$ cat src/hw/storage_ctrl_cfg.svh
// constants for the storage controller command handler
// Summary of operation
// - sleep command stops the internal oscillator and suspends the core.
// - sleep ends on usb bus activity or a new command byte.
// - in spi mode an active chip select also ends sleep.
// - after the wake delay the core posts a wake-up interrupt.
// - full reset holds the core in reset 35 ms, or 1 ms on parallel.
// - echo test returns the bitwise complement of its one input byte.
// - on parallel the data port reads zero until a command arrives.
// - mode 10h: serial-out carries no interrupt, floats while deselected.
// - mode 90h: serial-out always driven, shows interrupt level while deselected.
// - length query takes 68h, returns four bytes, low byte first.
// - length set takes 68h and four bytes; only the internal variable changes.
// - working-mode byte 00h..07h selects device, sd host or usb host modes.
// - enabled host modes detect attach and detach and interrupt the host.
// - mode 06h emits a start-of-frame pulse every frame period.
// - mode 07h holds usb bus reset until another mode is chosen.
// - mode change completes in 10 us, then the return code 51h is output.
// - status fetch returns the status byte and clears the interrupt request.
// - status bytes are classed by range 10h-1fh, 40h-4fh, 80h-bfh.
// - 14h success, 15h attach, 16h detach.
// - interrupt-generating commands raise the interrupt when done, status is the result.
`ifndef STORAGE_CTRL_CFG_SVH
`define STORAGE_CTRL_CFG_SVH
`define CMD_VERSION 8'h01
`define CMD_SLEEP 8'h03
`define CMD_RESET_ALL 8'h05
`define CMD_ECHO 8'h06
`define CMD_SDO_MODE 8'h0b
`define CMD_GET_LEN 8'h0c
`define CMD_SET_LEN 8'h0d
`define CMD_USB_MODE 8'h15
`define CMD_GET_STATUS 8'h22
`define LEN_KEY 8'h68
`define SDO_KEY 8'h16
`define SDO_MODE_FLOAT 8'h10
`define SDO_MODE_IRQ 8'h90
`define SDO_MODE_RESET 8'h10
`define USB_MODE_RESET 8'h00
`define USB_MODE_HOST_OFF 8'h04
`define USB_MODE_HOST_NOSOF 8'h05
`define USB_MODE_HOST_SOF 8'h06
`define USB_MODE_HOST_BUSRST 8'h07
`define USB_MODE_SD_HOST 8'h03
`define USB_MODE_MAX 8'h07
`define ST_OP_OK 8'h14
`define ST_ATTACH 8'h15
`define ST_DETACH 8'h16
`define ST_WAKE 8'h1e
`define RET_OK 8'h51
`define RET_ABORT 8'h5f
`define VERSION_BYTE 8'h41
`define IF_PARALLEL 2'h0
`define IF_SPI 2'h1
`define CLK_MHZ 100
`define RESET_MS 35
`define RESET_PAR_MS 1
`define MODE_US 10
`define WAKE_US 2000
`define SOF_US 1000
`endif

$ cat src/hw/storage_ctrl_pkg.sv
// types for the storage controller command handler
package storage_ctrl_pkg;
	typedef enum {S_IDLE, S_ARG, S_OUT, S_SLEEP, S_WAKE, S_RESET, S_MODE} cmd_state_t;
	typedef enum logic [1:0] {CLS_OTHER, CLS_OPER, CLS_WARN, CLS_ERROR} status_class_t;
	typedef logic [1:0] link_if_t;
endpackage

$ cat src/hw/delay_if.sv
// start and done handshake between the command handler and its delay timer
`timescale 1ns/1ns
interface delay_if;
	logic start;
	logic [31:0] cycles;
	logic busy;
	logic done;
	modport ctl (output start, output cycles, input busy, input done);
	modport tmr (input start, input cycles, output busy, output done);
endinterface

$ cat src/hw/delay_timer.sv
// one-shot down counter for reset, wake and mode-change delays
`timescale 1ns/1ns
module delay_timer (
	input wire logic sys_clk,
	input wire logic rst_n,
	delay_if.tmr dly
);
	import storage_ctrl_pkg::*;
	logic [31:0] cnt_q;
	logic busy_q;
	logic done_q;

	// a start while busy reloads, so a later request always wins
	always_ff @(posedge sys_clk or negedge rst_n) begin
		if (!rst_n) begin
			cnt_q <= 32'h0;
			busy_q <= 1'b0;
			done_q <= 1'b0;
		end else begin
			done_q <= 1'b0;
			if (dly.start) begin
				cnt_q <= (dly.cycles > 32'h1) ? dly.cycles - 32'h1 : 32'h0;
				busy_q <= 1'b1;
			end else if (busy_q) begin
				if (cnt_q == 32'h0) begin
					busy_q <= 1'b0;
					done_q <= 1'b1;
				end else begin
					cnt_q <= cnt_q - 32'h1;
				end
			end
		end
	end

	assign dly.busy = busy_q;
	assign dly.done = done_q;
endmodule // delay_timer

$ cat src/hw/storage_ctrl.sv
// command handler of the storage controller: sleep, reset, echo, serial-out mode, length, usb mode, status
`timescale 1ns/1ns
`include "storage_ctrl_cfg.svh"
module storage_ctrl #(
	parameter int RESET_CYCLES = `RESET_MS * 1000 * `CLK_MHZ,
	parameter int RESET_PAR_CYCLES = `RESET_PAR_MS * 1000 * `CLK_MHZ,
	parameter int WAKE_CYCLES = `WAKE_US * `CLK_MHZ,
	parameter int SOF_CYCLES = `SOF_US * `CLK_MHZ
) (
	input wire logic sys_clk,
	input wire logic nrst,
	input wire storage_ctrl_pkg::link_if_t link_sel,
	input wire logic cmd_stb,
	input wire logic wr_stb,
	input wire logic [7:0] wr_data,
	input wire logic rd_stb,
	output logic [7:0] rd_data,
	input wire logic spi_select_n,
	input wire logic spi_tx_bit,
	output logic spi_serial_out_o,
	output logic spi_serial_out_oe,
	output logic int_n,
	input wire logic usb_activity,
	input wire logic usb_attached,
	output logic osc_enable,
	output logic core_reset,
	output logic [7:0] usb_mode,
	output logic detect_enable,
	output logic sof_pulse,
	output logic usb_bus_reset,
	output logic [31:0] file_length,
	output logic [7:0] irq_status,
	output storage_ctrl_pkg::status_class_t irq_class,
	output logic busy
);
	import storage_ctrl_pkg::*;

	localparam int MODE_CYCLES = `MODE_US * `CLK_MHZ;

	logic rst_n;
	logic [1:0] rst_sync_q;
	logic [1:0] cs_sync_q;
	logic [1:0] act_sync_q;
	logic [1:0] att_sync_q;
	logic [1:0] if_sync0_q;
	logic [1:0] if_sync_q;
	logic att_prev_q;
	logic spi_mode;
	logic cs_active;
	logic [1:0] cs_idle_q;
	logic sleep_wake;

	cmd_state_t state_q;
	logic [7:0] cmd_q;
	logic [2:0] arg_idx_q;
	logic [31:0] len_shadow_q;
	logic [31:0] out_sh_q;
	logic [1:0] out_left_q;
	logic [7:0] rd_data_q;
	logic [7:0] sdo_mode_q;
	logic [7:0] usb_mode_q;
	logic [7:0] mode_req_q;
	logic [31:0] file_len_q;
	logic done_ev;
	logic status_rd;
	logic soft_clear;
	logic irq_q;
	logic [7:0] status_q;
	logic att_pend_q;
	logic det_pend_q;
	status_class_t class_q;
	logic [31:0] sof_cnt_q;
	logic sof_q;
	logic sdo_q;
	logic sdo_oe_q;
	delay_if dly ();
	delay_timer u_delay (
		.sys_clk(sys_clk),
		.rst_n(rst_n),
		.dly(dly)
	);

	// reset release through two flops
	always_ff @(posedge sys_clk or negedge nrst) begin
		if (!nrst) begin
			rst_sync_q <= 2'b00;
		end else begin
			rst_sync_q <= {rst_sync_q[0], 1'b1};
		end
	end
	assign rst_n = rst_sync_q[1];

	// pin synchronisers; only the second stage is read
	always_ff @(posedge sys_clk or negedge rst_n) begin
		if (!rst_n) begin
			cs_sync_q <= 2'b11;
			act_sync_q <= 2'b00;
			att_sync_q <= 2'b00;
			if_sync0_q <= 2'b00;
			if_sync_q <= 2'b00;
			att_prev_q <= 1'b0;
			cs_idle_q <= 2'b00;
		end else begin
			cs_sync_q <= {cs_sync_q[0], spi_select_n};
			act_sync_q <= {act_sync_q[0], usb_activity};
			att_sync_q <= {att_sync_q[0], usb_attached};
			if_sync0_q <= link_sel;
			if_sync_q <= if_sync0_q;
			att_prev_q <= att_sync_q[1];
			cs_idle_q <= {cs_idle_q[0], (state_q == S_SLEEP) && !cs_active}; // sleep command's own select in flight
		end
	end
	assign spi_mode = (if_sync_q == `IF_SPI);
	assign cs_active = ~cs_sync_q[1];
	assign sleep_wake = act_sync_q[1] || cmd_stb || (spi_mode && cs_active && (&cs_idle_q));

	// command sequencer
	always_ff @(posedge sys_clk or negedge rst_n) begin
		if (!rst_n) begin
			state_q <= S_IDLE;
			cmd_q <= 8'h00;
			arg_idx_q <= 3'h0;
			len_shadow_q <= 32'h0;
			out_sh_q <= 32'h0;
			out_left_q <= 2'h0;
			rd_data_q <= 8'h00;
			sdo_mode_q <= `SDO_MODE_RESET;
			usb_mode_q <= `USB_MODE_RESET;
			mode_req_q <= 8'h00;
			file_len_q <= 32'h0;
		end else begin
			unique case (state_q)
				S_SLEEP: begin
					// a waking command byte is consumed by the wake, not executed
					if (sleep_wake) begin
						state_q <= S_WAKE;
					end
				end
				S_WAKE: begin
					if (dly.done) begin
						state_q <= S_IDLE;
					end
				end
				S_RESET: begin
					if (dly.done) begin
						state_q <= S_IDLE;
						rd_data_q <= 8'h00;
						sdo_mode_q <= `SDO_MODE_RESET;
						usb_mode_q <= `USB_MODE_RESET;
						file_len_q <= 32'h0;
						out_left_q <= 2'h0;
					end
				end
				S_MODE: begin
					if (dly.done) begin
						usb_mode_q <= mode_req_q;
						rd_data_q <= `RET_OK;
						state_q <= S_IDLE;
					end
				end
				default: begin
					if (cmd_stb) begin
						cmd_q <= wr_data;
						arg_idx_q <= 3'h0;
						out_left_q <= 2'h0;
						state_q <= S_ARG;
						unique case (wr_data)
							`CMD_SLEEP: state_q <= S_SLEEP;
							`CMD_RESET_ALL: state_q <= S_RESET;
							`CMD_VERSION: begin
								rd_data_q <= `VERSION_BYTE;
								state_q <= S_IDLE;
							end
							`CMD_GET_STATUS: begin
								rd_data_q <= status_q;
								state_q <= S_IDLE;
							end
							default: ;
						endcase
					end else if (state_q == S_ARG && wr_stb) begin
						arg_idx_q <= arg_idx_q + 3'h1;
						unique case (cmd_q)
							`CMD_ECHO: begin
								rd_data_q <= ~wr_data;
								state_q <= S_IDLE;
							end
							`CMD_SDO_MODE: begin
								if (arg_idx_q == 3'h0) begin
									if (wr_data != `SDO_KEY) begin
										state_q <= S_IDLE;
									end
								end else begin
									if (wr_data == `SDO_MODE_FLOAT || wr_data == `SDO_MODE_IRQ) begin
										sdo_mode_q <= wr_data;
									end
									state_q <= S_IDLE;
								end
							end
							`CMD_GET_LEN: begin
								if (wr_data == `LEN_KEY) begin
									rd_data_q <= file_len_q[7:0];
									out_sh_q <= {8'h00, file_len_q[31:8]};
									out_left_q <= 2'h3;
									state_q <= S_OUT;
								end else begin
									state_q <= S_IDLE;
								end
							end
							`CMD_SET_LEN: begin
								if (arg_idx_q == 3'h0) begin
									if (wr_data != `LEN_KEY) begin
										state_q <= S_IDLE;
									end
								end else begin
									// low byte first; only the variable changes, the medium waits for close
									len_shadow_q <= {wr_data, len_shadow_q[31:8]};
									if (arg_idx_q == 3'h4) begin
										file_len_q <= {wr_data, len_shadow_q[31:8]};
										state_q <= S_IDLE;
									end
								end
							end
							`CMD_USB_MODE: begin
								if (wr_data <= `USB_MODE_MAX) begin
									mode_req_q <= wr_data;
									state_q <= S_MODE;
								end else begin
									rd_data_q <= `RET_ABORT;
									state_q <= S_IDLE;
								end
							end
							default: state_q <= S_IDLE;
						endcase
					end else if (state_q == S_OUT && rd_stb) begin
						if (out_left_q == 2'h0) begin
							state_q <= S_IDLE;
						end else begin
							rd_data_q <= out_sh_q[7:0];
							out_sh_q <= {8'h00, out_sh_q[31:8]};
							out_left_q <= out_left_q - 2'h1;
						end
					end
				end
			endcase
		end
	end

	// timer starts on entry to each delayed state
	always_comb begin
		dly.start = 1'b0;
		dly.cycles = 32'h0;
		if ((state_q == S_IDLE || state_q == S_ARG || state_q == S_OUT) && cmd_stb && wr_data == `CMD_RESET_ALL) begin
			dly.start = 1'b1;
			dly.cycles = (if_sync_q == `IF_PARALLEL) ? RESET_PAR_CYCLES : RESET_CYCLES;
		end else if (state_q == S_SLEEP && sleep_wake) begin
			dly.start = 1'b1;
			dly.cycles = WAKE_CYCLES;
		end else if (state_q == S_ARG && wr_stb && cmd_q == `CMD_USB_MODE && wr_data <= `USB_MODE_MAX) begin
			dly.start = 1'b1;
			dly.cycles = MODE_CYCLES;
		end
	end

	// the wake-up is the only command completion that raises the interrupt
	assign done_ev = (state_q == S_WAKE) && dly.done;
	assign status_rd = (state_q == S_IDLE || state_q == S_ARG || state_q == S_OUT) && cmd_stb &&
		wr_data == `CMD_GET_STATUS;
	assign soft_clear = (state_q == S_RESET) && dly.done;

	// interrupt request and status byte; an attach or detach already pending at the fetch keeps the request
	always_ff @(posedge sys_clk or negedge rst_n) begin
		if (!rst_n) begin
			irq_q <= 1'b0;
			status_q <= 8'h00;
			att_pend_q <= 1'b0;
			det_pend_q <= 1'b0;
		end else if (soft_clear) begin
			irq_q <= 1'b0;
			status_q <= 8'h00;
			att_pend_q <= 1'b0;
			det_pend_q <= 1'b0;
		end else begin
			if (done_ev) begin
				irq_q <= 1'b1;
				status_q <= `ST_WAKE;
			end else if (att_pend_q && (!irq_q || status_rd)) begin
				irq_q <= 1'b1;
				status_q <= `ST_ATTACH;
				att_pend_q <= 1'b0;
			end else if (det_pend_q && (!irq_q || status_rd)) begin
				irq_q <= 1'b1;
				status_q <= `ST_DETACH;
				det_pend_q <= 1'b0;
			end else if (status_rd) begin
				irq_q <= 1'b0;
			end
			if (detect_enable && att_sync_q[1] && !att_prev_q) begin
				att_pend_q <= 1'b1;
			end
			if (detect_enable && !att_sync_q[1] && att_prev_q) begin
				det_pend_q <= 1'b1;
			end
		end
	end

	// status class by code range
	always_ff @(posedge sys_clk or negedge rst_n) begin
		if (!rst_n) begin
			class_q <= CLS_OTHER;
		end else if (status_q[7:4] == 4'h1) begin
			class_q <= CLS_OPER;
		end else if (status_q[7:4] == 4'h4) begin
			class_q <= CLS_WARN;
		end else if (status_q[7:6] == 2'b10) begin
			class_q <= CLS_ERROR;
		end else begin
			class_q <= CLS_OTHER;
		end
	end

	// frame tick only in the sof host mode
	always_ff @(posedge sys_clk or negedge rst_n) begin
		if (!rst_n) begin
			sof_cnt_q <= 32'h0;
			sof_q <= 1'b0;
		end else if (usb_mode_q != `USB_MODE_HOST_SOF) begin
			sof_cnt_q <= 32'h0;
			sof_q <= 1'b0;
		end else if (sof_cnt_q == SOF_CYCLES - 1) begin
			sof_cnt_q <= 32'h0;
			sof_q <= 1'b1;
		end else begin
			sof_cnt_q <= sof_cnt_q + 32'h1;
			sof_q <= 1'b0;
		end
	end

	// serial-out pin: shift data while selected in spi mode, else per mode
	always_ff @(posedge sys_clk or negedge rst_n) begin
		if (!rst_n) begin
			sdo_q <= 1'b1;
			sdo_oe_q <= 1'b0;
		end else if (spi_mode && cs_active) begin
			sdo_q <= spi_tx_bit;
			sdo_oe_q <= 1'b1;
		end else if (sdo_mode_q == `SDO_MODE_IRQ) begin
			sdo_q <= ~irq_q;
			sdo_oe_q <= 1'b1;
		end else begin
			sdo_q <= 1'b1;
			sdo_oe_q <= 1'b0;
		end
	end

	assign rd_data = rd_data_q;
	assign spi_serial_out_o = sdo_q;
	assign spi_serial_out_oe = sdo_oe_q;
	assign int_n = ~irq_q;
	assign osc_enable = (state_q != S_SLEEP);
	assign core_reset = (state_q == S_RESET);
	assign usb_mode = usb_mode_q;
	assign detect_enable = (usb_mode_q >= `USB_MODE_HOST_NOSOF) && (usb_mode_q <= `USB_MODE_HOST_BUSRST);
	assign sof_pulse = sof_q;
	assign usb_bus_reset = (usb_mode_q == `USB_MODE_HOST_BUSRST);
	assign file_length = file_len_q;
	assign irq_status = status_q;
	assign irq_class = class_q;
	assign busy = (state_q == S_WAKE) || (state_q == S_RESET) || (state_q == S_MODE) || (state_q == S_SLEEP);
endmodule // storage_ctrl

$ cat config.mk
export PLATFORM = sky130hd
export DESIGN_NAME = storage_ctrl
export DESIGN_NICKNAME = d
export VERILOG_FILES = /design/src/hw/storage_ctrl_pkg.sv /design/src/hw/delay_if.sv /design/src/hw/delay_timer.sv /design/src/hw/storage_ctrl.sv
export VERILOG_INCLUDE_DIRS = /design/src /design/src/hw
export SDC_FILE = /design/constraint.sdc
export NUM_CORES = 1
export LEC_CHECK = 0
export ABC_CLOCK_PERIOD_IN_PS = 13900
export BUFFER_PORTS_ARGS = -buffer_cell sky130_fd_sc_hd__buf_2
export CAP_MARGIN = 20
export CORE_MARGIN = 1
export CORE_UTILIZATION = 55
export CTS_CLUSTER_SIZE = 28
export DETAILED_ROUTE_END_ITERATION = 8
export PLACE_DENSITY = 0.75
export SLEW_MARGIN = 5
export SYNTH_ARGS = -nofsm -noshare
export SYNTH_HDL_FRONTEND = slang
export SYNTH_SLANG_ARGS = --single-unit
$ cat constraint.sdc
create_clock -name sys_clk -period 13.9 [get_ports sys_clk]
set_input_delay 2.78 -clock sys_clk [delete_from_list [all_inputs] [get_ports sys_clk]]
set_output_delay 2.78 -clock sys_clk [all_outputs]
set_load 0.005 [all_outputs]
# Word level (Yosys, flattened, before mapping)
# Index checks and enable logic that the tools add are counted.
[totals]
ff_bits = 270
in_bits = 19
out_inout_bits = 67
elab_cells = 283
[classes]
add_sub_neg = 5
magnitude_cmp = 4
eq_ne = 58
mux = 103
bitwise = 8
n_reduce_logical = 74
[ops]
columns = ["cell", "count"]
rows = [
  ["$mux 32", 27],
  ["$eq 32x3->1 const B", 5],
  ["$mux 8", 19],
  ["$pmux 32 s2", 2],
  ["$pmux 32 s4", 1],
  ["$eq 32x4->1 const B", 3],
  ["$eq 32x2->1 const B", 2],
  ["$logic_not 32->1", 2],
  ["$pmux 8 s2", 3],
  ["$pmux 8 s3", 2],
  ["$mux 22", 2],
  ["$add 32x1->32 const B", 1],
  ["$eq 32x17->1 const B", 1],
  ["$ne 32x3->1 const B", 1],
  ["$sub 32x1->32 const B", 1],
  ["$mux 1", 29],
  ["$eq 8x3->1 const B", 3],
  ["$eq 8x4->1 const B", 3],
  ["$sub 22x1->23 const B", 1],
  ["$gt 22x1->1 const B", 1],
  ["$mux 2", 11],
  ["$ne 7x7->1 const B", 3],
  ["$reduce_and 7->1", 3],
  ["$logic_and 1x1->1", 20],
  ["other kinds (52)", 106],
]

# Longest topological paths before layout
# Gate-level depths: netlist (run 1).
[logic_depth]
depth_word = 12
depth_mapped = 9
ltp_nobuf = 8

# Hierarchy
# From an unflattened synthesis (run 1), not the netlist that was laid out.
[hier_totals]
cells_unflattened = 1152
area_unflattened_um2 = 11245.8
[by_module_without_submodules]
columns = ["mod", "instances", "cells_each", "area_each_um2", "seq_area_each_um2"]
rows = [
  ["storage_ctrl", 1, 811, 8469.4, 4659.5],
  ["delay_timer", 1, 341, 2776.4, 850.8],
]

# Least setup slack after synthesis (run 1)
# Ideal clock, no wire load.
[synth_timing]
path_kind = "input-to-reg"
start = "input port wr_data[0]"
end = "register sdo_mode_q[7]"
setup_time_ps = 125
arrival_time_ps = 4429
required_time_ps = 13775
path_slack_ps = 9346
cell_stages = 6
path_buffers = 1
path_cell_list = "clkbuf_1 -> nor4bb_1 -> nand4_1 -> a2111o_1 -> a21oi_1 -> mux2_2"
[synth_between]
elab_chain_cells = 4
[synth_lines]
columns = ["element", "line", "source"]
rows = [
  ["from (decl)", "storage_ctrl.sv:15", "input wire logic [7:0] wr_data,"],
  ["$eq 8x5->1 (no source line) / $eq 8x8->1 (equally long branches)", "--", ""],
  ["$logic_or 1x1->1 (no source line) *", "--", ""],
  ["$reduce_bool 2->1 (no source line) *", "--", ""],
  ["$reduce_and 7->1 (no source line) *", "--", ""],
  ["to (signal assigned)", "storage_ctrl.sv:127", "sdo_mode_q <= `SDO_MODE_RESET;"],
  ["to (signal assigned)", "storage_ctrl.sv:148", "sdo_mode_q <= `SDO_MODE_RESET;"],
  ["to (signal assigned)", "storage_ctrl.sv:194", "sdo_mode_q <= wr_data;"],
  ["to (decl)", "storage_ctrl.sv:60", "logic [7:0] sdo_mode_q;"],
]
# Every way passes the cells marked *; elsewhere a longest branch is shown, timed or not.
# A chain may end at the register's enable or synchronous reset.

# Worst setup path in the final report (run 1)
[layout_timing]
start = "register state_q[2]"
end = "output port core_reset"
[layout_between]
elab_chain_cells = 1
[layout_lines]
columns = ["element", "line", "source"]
rows = [
  ["from (decl)", "storage_ctrl.sv:53", "cmd_state_t state_q;"],
  ["from (signal assigned)", "storage_ctrl.sv:120", "state_q <= S_IDLE;"],
  ["from (signal assigned)", "storage_ctrl.sv:136", "state_q <= S_WAKE;"],
  ["from (signal assigned)", "storage_ctrl.sv:141", "state_q <= S_IDLE;"],
  ["$eq 32x4->1", "storage_ctrl.sv:360", "assign core_reset = (state_q == S_RESET);"],
  ["to (decl)", "storage_ctrl.sv:26", "output logic core_reset,"],
]
# No other way between the ends.

==> summary.txt, run 1 <==
Outcome
  – Result of the run: finished with violations
  – Failing checks: DRC

Run
  – Max-Cap Viols: 0

STA
  – Tightest Pin Transition: between 1 and 1.5 ns
  – Relative slew slack: 0.3023
  – F_max: 187.1 MHz
  – Clock Skew: approximately 0.010 ns
  – Slew Viols, Final: 0
  – Fin crit share: 0.3844
  – Final Critical Period: 5.344 ns
  – RSZ-0062 raised after global routing: false
  – Final hold violations: 0
  – Setup TNS: 0 ns
  – Finish-stage setup viols: 0
  – Setup ws final: 8.556 ns

Route
  – DRT Pass-1 Iters: 7
  – Detail Route Antenna Nets: 0
  – Total wire length: 24.42 mm
  – Initial drt markers: approximately 590
  – DR vias/cell: slightly below 6
  – DR WL/cell: 18.66 um
  – Vias: just under 8000
  – Drc violations: 2

Critical path
  – CP Launch Point: state_q[2]$_DFFE_PN0P_
  – Crit-path cells: nand2_2, inv_1, buf_2
  – Worst Path Arrival: ~2.6 ns
  – Startpoint Class: register
  – Required @ worst endpoint: approximately 11 ns
  – Max incr delay on CP: around 0.73 ns
  – Buf/Inv on CP: 2
  – Critical path type: register to primary output
  – Reg-to-Reg Start: state_q[1]$_DFFE_PN0P_
  – Worst Path Max Fanout: 36
  – Crit-path slowest cell: dfrtp_1
  – Delay-heaviest family, CP: flip-flops
  – CP endpoint kind: primary output

Floorplanning
  – Starting Density: 0.5666
  – I/O pin count: 86
  – Die Span Y: approximately 140 um
  – Die width: 138.5 um
  – Core ar.: ~18000 um2
  – Full die area: between 15000 and 20000 um2
  – Std cell rows: just under 50

Placed design
  – Pre-CTS setup slack: around 9 ns
  – RD Place Congestion: approximately 0.92
  – HPWL after DPL: approximately 16 mm
  – Placed cells: roughly 1300
  – Port Buffer Count: 81

Synthesis
  – Sequential element share of the synthesized area: 0.5377
  – Synthesized netlist cell count: slightly below 1000
  – Synth warn: 0
  – Top FF cell, synth: dfrtp_1
  – Async SR Flop Fraction: 1.000
  – Synth cell types: 76
  – Number of flops mapped to enable cells by yosys: 0
  – Flops & latches, synth: 220
  – Syn avg cell area: between 10 and 15 um2
  – Syn Std Cell Area: 10250 um2

Power
  – Pleak: around 5.3 nW
  – Pwr dens: between 150 and 200 nW/um2
  – Worst vdd ir: slightly above 0.1 mV

Layout
  – Fill count: between 1000 and 1500
  – Post-layout nets: 1085
  – Layout Cells excl Fill: 1309
  – N_diodes: 0
  – Share of post-route cells with drive strength above 1: 0.1833
  – P&R area growth vs syn: 14.42%
  – Commonest non-fill, non-tap cells in the layout: 215 x dfrtp_1, 127 x nand2_1, 83 x nor2_1
  – Most common cell after layout, fill and taps aside: dfrtp_1

Clock network
  – Bufs on Longest Clock Path: 3
  – CTS Buf Count: 25
  – CTS tree: done
  – CTS root buffer: clkbuf_16
  – Clock sink count: 220
  – Post-CTS Setup Inserts: 0
  – Clock Pin Slew Worst Setup and Hold Paths: 0.06 ns
  – CTS Hold Bufs: 0
  – Clock latency on the worst-skew pair: 0.53 ns
  – H-Tree Depth: 1
  – Post-CTS Resized: 0

Global route
  – Gr usage total: 0.2613
  – Gr ovfl total: 0
  – Initial antenna violation count: 0
  – First-pass GRT wire length: 40.06 mm
  – Largest net degree at the start of global routing: 84
  – Number of global-route vias before repair: about 7600

Worst hold path
  – HP Start: if_sync0_q[1]$_DFF_PN0_
  – Hold Crit Class: register to register
-- logic make-up after synthesis --
| kind of cell | Yosys count | share of synthesized area |
|---|---|---|
| buffers and inverters | 69 | 0.03016 |
| muxes | 60 | 0.06398 |
| AOI/OAI and AO/OA | 187 | 0.1190 |
| xor gates and xnor gates | 50 | 0.04274 |
| DFF | 220 | 0.5377 |
| other | 2 | 0.0007329 |
| and+or+nand+nor | 396 | 0.1995 |
| adders and majority gates | 5 | 0.006105 |
-- synth_stat cells (6+ instances only) --
library cell,count,area (um2)
nor2b_1,14,87.58
inv_1,23,86.33
mux2_2,44,495.5
clkbuf_1,25,93.84
a21o_1,10,75.07
buf_2,12,60.06
o22a_1,7,61.31
a21oi_1,27,135.1
o21ai_0,72,360.4
nor3b_1,7,52.55
a31oi_1,8,50.05
or3_1,8,50.05
and3_1,15,93.84
xnor2_1,36,315.3
and2_1,7,43.79
nand2_1,127,476.7
mux2i_1,16,160.2
nand3_1,19,95.09
nor3_1,30,150.1
nand4_1,18,112.6
xor2_1,14,122.6
o22ai_1,6,37.54
nor4_1,18,112.6
a22o_1,16,140.1
nor2_1,83,311.6
dfrtp_1,216,5405
nor4b_1,7,61.31
-- path summary, 6_finish.rpt --
check | endpoint | slack [ns] | cells after the start
worst max-delay path | core_reset | 8.56 | 3
worst min-delay path | if_sync_q[1]$_DFF_PN0_ | 0.35 | 0
worst max register to register | out_sh_q[1]$_DFFE_PN0P_ | 10.52 | 8
worst min register to register | if_sync_q[1]$_DFF_PN0_ | 0.35 | 0
max in group asynchronous | rst_sync_q[1]$_DFF_PN0_ | 11.76 | 1
min in group asynchronous | sdo_mode_q[7]$_DFFE_PN0P_ | 0.44 | 0
-- per-stage QoR --
step	hold WS, ns	power [mW]	utilization	cell area (um2)
after floorplan	0.3312	1.051	-	10260
after global placement	0.3339	1.167	0.5958	10780
after detailed placement	0.3347	1.176	0.5958	10780
after CTS	0.3483	1.904	0.6468	11700
after global routing	0.3552	1.981	0.6483	11730
final	0.3468	1.898	0.6483	11730
-- final cells by class --
class	instances	area, um2	share of cell area
clock buffer	33	685.7	0.05848
clock inverter	13	235.2	0.02006
inverter	23	86.33	0.007363
multi-input combinational	703	4439	0.3786
sequential	220	5514	0.4703
tap	229	286.5	0.02444
timing repair buffer	88	478.0	0.04076
-- report_power, final --
part	internal [mW]	switching (mW)	total [mW]
combinational	0.142	0.205	0.347
clock	0.461	0.266	0.726
sequential	0.727	0.0975	0.825
-- registers in the layout, indices dropped and copies added (netlist names), 3 cells and up --
register	flops
mode_req_q	8
len_shadow_q	24
arg_idx_q	3
state_q	3
u_delay.cnt_q	32
out_sh_q	24
sdo_mode_q	8
cmd_q	8
usb_mode	8
file_length	32
sof_cnt_q	32
rd_data	8
irq_status	4
-- routing by layer --
layer  up-vias  global-route usage  share of wire
met5         -                   0              0
li1       3660                   -              -
met4         0             0.08102          0.024
met3        44             0.03637          0.050
met1      3838              0.3645           0.45
met2       241              0.4261           0.48
(Power assumes the default switching activity.)
==> inputs of run 2 (changes only) <==
ABC_CLOCK_PERIOD_IN_PS = 5000   (was 13900)
clock period = 5 ns   (was 13.9 ns; I/O delays follow)
==> run 2 against run 1 <==
Against the previous run: die area unchanged; critical path type unchanged; sequential share of layout area grew 0.29 points; wire length is 1.3% lower; critical endpoint unchanged; the flow now finishes without violations; first-iteration DRC count fell by 2.4%; critical path depth is the same.
==> summary.txt, run 2 (same netlist as run 1, synthesis figures left out) <==
Critical path
  – Required @ worst endpoint: 4.00 ns (-7.12 ns)
  – Reg-to-Reg Start: state_q[0]$_DFFE_PN0P_
  – CP endpoint kind: primary output
  – Critical path type: register to primary output
  – Worst Path Arrival: 2.46 ns (-0.10 ns)
  – Worst Path Max Fanout: 36 (unchanged)
  – Startpoint Class: register
  – CP Launch Point: state_q[2]$_DFFE_PN0P_

Global route
  – Initial antenna violation count: 0 (unchanged)
  – Largest net degree at the start of global routing: 67 (-20%)
  – Gr ovfl total: 0 (unchanged)
  – Gr usage total: 0.2619 (+0.0006395)
  – First-pass GRT wire length: 40.24 mm (+0.45%)
  – Number of global-route vias before repair: 7439 (-2.3%)

Clock network
  – Post-CTS Resized: 0 (unchanged)
  – H-Tree Depth: 1 (unchanged)
  – CTS root buffer: clkbuf_16
  – CTS Buf Count: 24 (-4.0%)
  – Clock Pin Slew Worst Setup and Hold Paths: 0.06 ns (about the same)
  – Clock latency on the worst-skew pair: 0.53 ns (about the same)
  – Bufs on Longest Clock Path: 3 (unchanged)
  – Clock sink count: 220 (unchanged)
  – Post-CTS Setup Inserts: 0 (unchanged)
  – CTS tree: done
  – CTS Hold Bufs: 0 (unchanged)

Layout
  – Most common cell after layout, fill and taps aside: dfrtp_1
  – Fill count: 1433 (+0.92%)
  – Reg area: 5514 um2 (unchanged)
  – P&R area growth vs syn: 13.72%
  – Post-layout nets: 1085 (unchanged)
  – Final Instance Area: 11650 um2 (-0.61%)
  – Area occupied by multi-input gates: 4439 um2 (unchanged)
  – Commonest non-fill, non-tap cells in the layout: 215 x dfrtp_1, 127 x nand2_1, 83 x nor2_1
  – N_diodes: 0 (unchanged)
  – Share of post-route cells with drive strength above 1: 0.1818 (-0.001515)
  – Fin util: 0.6443 (-0.003943)

Run
  – Max-Cap Viols: 0 (unchanged)

Placed design
  – HPWL after DPL: 16.40 mm (-0.46%)
  – RD Place Congestion: 0.8828 (-4.3%)
  – Port Buffer Count: 81 (unchanged)
  – Cell Area, Placed: 10790 um2 (+0.14%)

Worst hold path
  – Hold Crit Class: primary input to async pin

STA
  – Finish-stage setup viols: 0 (unchanged)
  – Clock Skew: 0.01831 ns (+0.007866 ns)
  – Slew Viols, Final: 0 (unchanged)
  – Tightest Pin Transition: 1.039 ns (-0.005535 ns)
  – RSZ-0062 raised after global routing: false
  – Final Critical Period: 3.463 ns
  – F_max: 288.7 MHz
  – Final hold violations: 0 (unchanged)
  – Relative slew slack: 0.3060 (+0.003699)
  – Fin crit share: 0.6927
  – Setup TNS: 0 ns (unchanged)

Power
  – Sequential share of power: 0.446 (+0.011)
  – Internal Power: 3.578 mW (+170%)
  – Worst vdd ir: 0.3284 mV (+220%)
  – Pwr dens: 438.8 nW/um2 (+170%)
  – Switching Share: 0.3003 (+0.001107)
  – Power share of the clock group: 0.365 (-0.018)
  – Logic gate share of total power: 0.188 (+0.005)
  – P_sw: 1.536 mW (+170%)
  – Pleak: 5.272 nW (-0.61%)
  – Total Power: 5.114 mW (+170%)

Route
  – Drc violations: 0 (-2)
  – Vias: 7727 (-0.72%)
  – DR WL/cell: 18.45 um (-1.1%)
  – Initial drt markers: 577 (-2.4%)
  – DR vias/cell: 5.912 (-0.57%)
  – DRT Pass-1 Iters: 5 (-2)
  – Detail Route Antenna Nets: 0 (unchanged)
  – Total wire length: 24.11 mm (-1.3%)

Outcome
  – Result of the run: finished clean

Floorplanning
  – Std cell rows: 49 (unchanged)
  – Core ar.: 18090 um2 (unchanged)
  – I/O pin count: 86 (unchanged)
  – Die Span Y: 138.5 um (unchanged)
  – Starting Density: 0.5666 (unchanged)
  – Full die area: 19180 um2 (unchanged)
  – Die width: 138.5 um (unchanged)
run 2: path summary, 6_finish.rpt:
kind,end,slack (ns),cells past startpoint
min in group sys_clk,if_sync_q[0]$_DFF_PN0_,0.35,0
max,core_reset,1.54,3
min reg2reg,if_sync_q[0]$_DFF_PN0_,0.35,0
max reg2reg,out_sh_q[10]$_DFFE_PN0P_,1.81,8
min,rst_sync_q[1]$_DFF_PN0_,0.24,1
max in group asynchronous,sof_cnt_q[31]$_DFF_PN0_,3.44,1
run 2: metrics by stage:
stage                     cells  hold WS [ns]  setup slack [ns]
after floorplan             992        0.3311             1.385
after global placement     1264        0.3335             1.667
after detailed placement   1264        0.3358             1.648
after CTS                  1307        0.2265             1.539
after global routing       1307        0.2264             1.381
final                      1307        0.2410             1.537
run 2: layout make-up:
cell class	count	share of cell area
multi-input combinational	703	0.3809
sequential	220	0.4732
clock buffer	37	0.06259
inverter	23	0.007408
clock inverter	6	0.01138
timing repair buffer	89	0.03994
tap	229	0.02459
run 2: layer usage:
layer	vias to the layer above	global-route usage	wire length (um)
li1	3667	-	-
met4	0	0.07333	584
met3	44	0.03776	1187
met1	3802	0.3746	10920
met5	-	0	0
met2	214	0.4194	11420
run 2: power by group through the flow:
stage	clock network (mW)	logic, mW	registers (mW)
floorplan	0	0.689	2.23
global placement	0	0.929	2.30
detailed placement	0	0.954	2.30
CTS	1.90	0.963	2.28
global route	1.98	1.07	2.32
finish	1.87	0.963	2.28
run 2: worst max-delay path, stage by stage (launching register included):
cell,delay (ns)
dfrtp_1,0.71
nand2_2,0.58
inv_1,0.43
buf_2,0.21
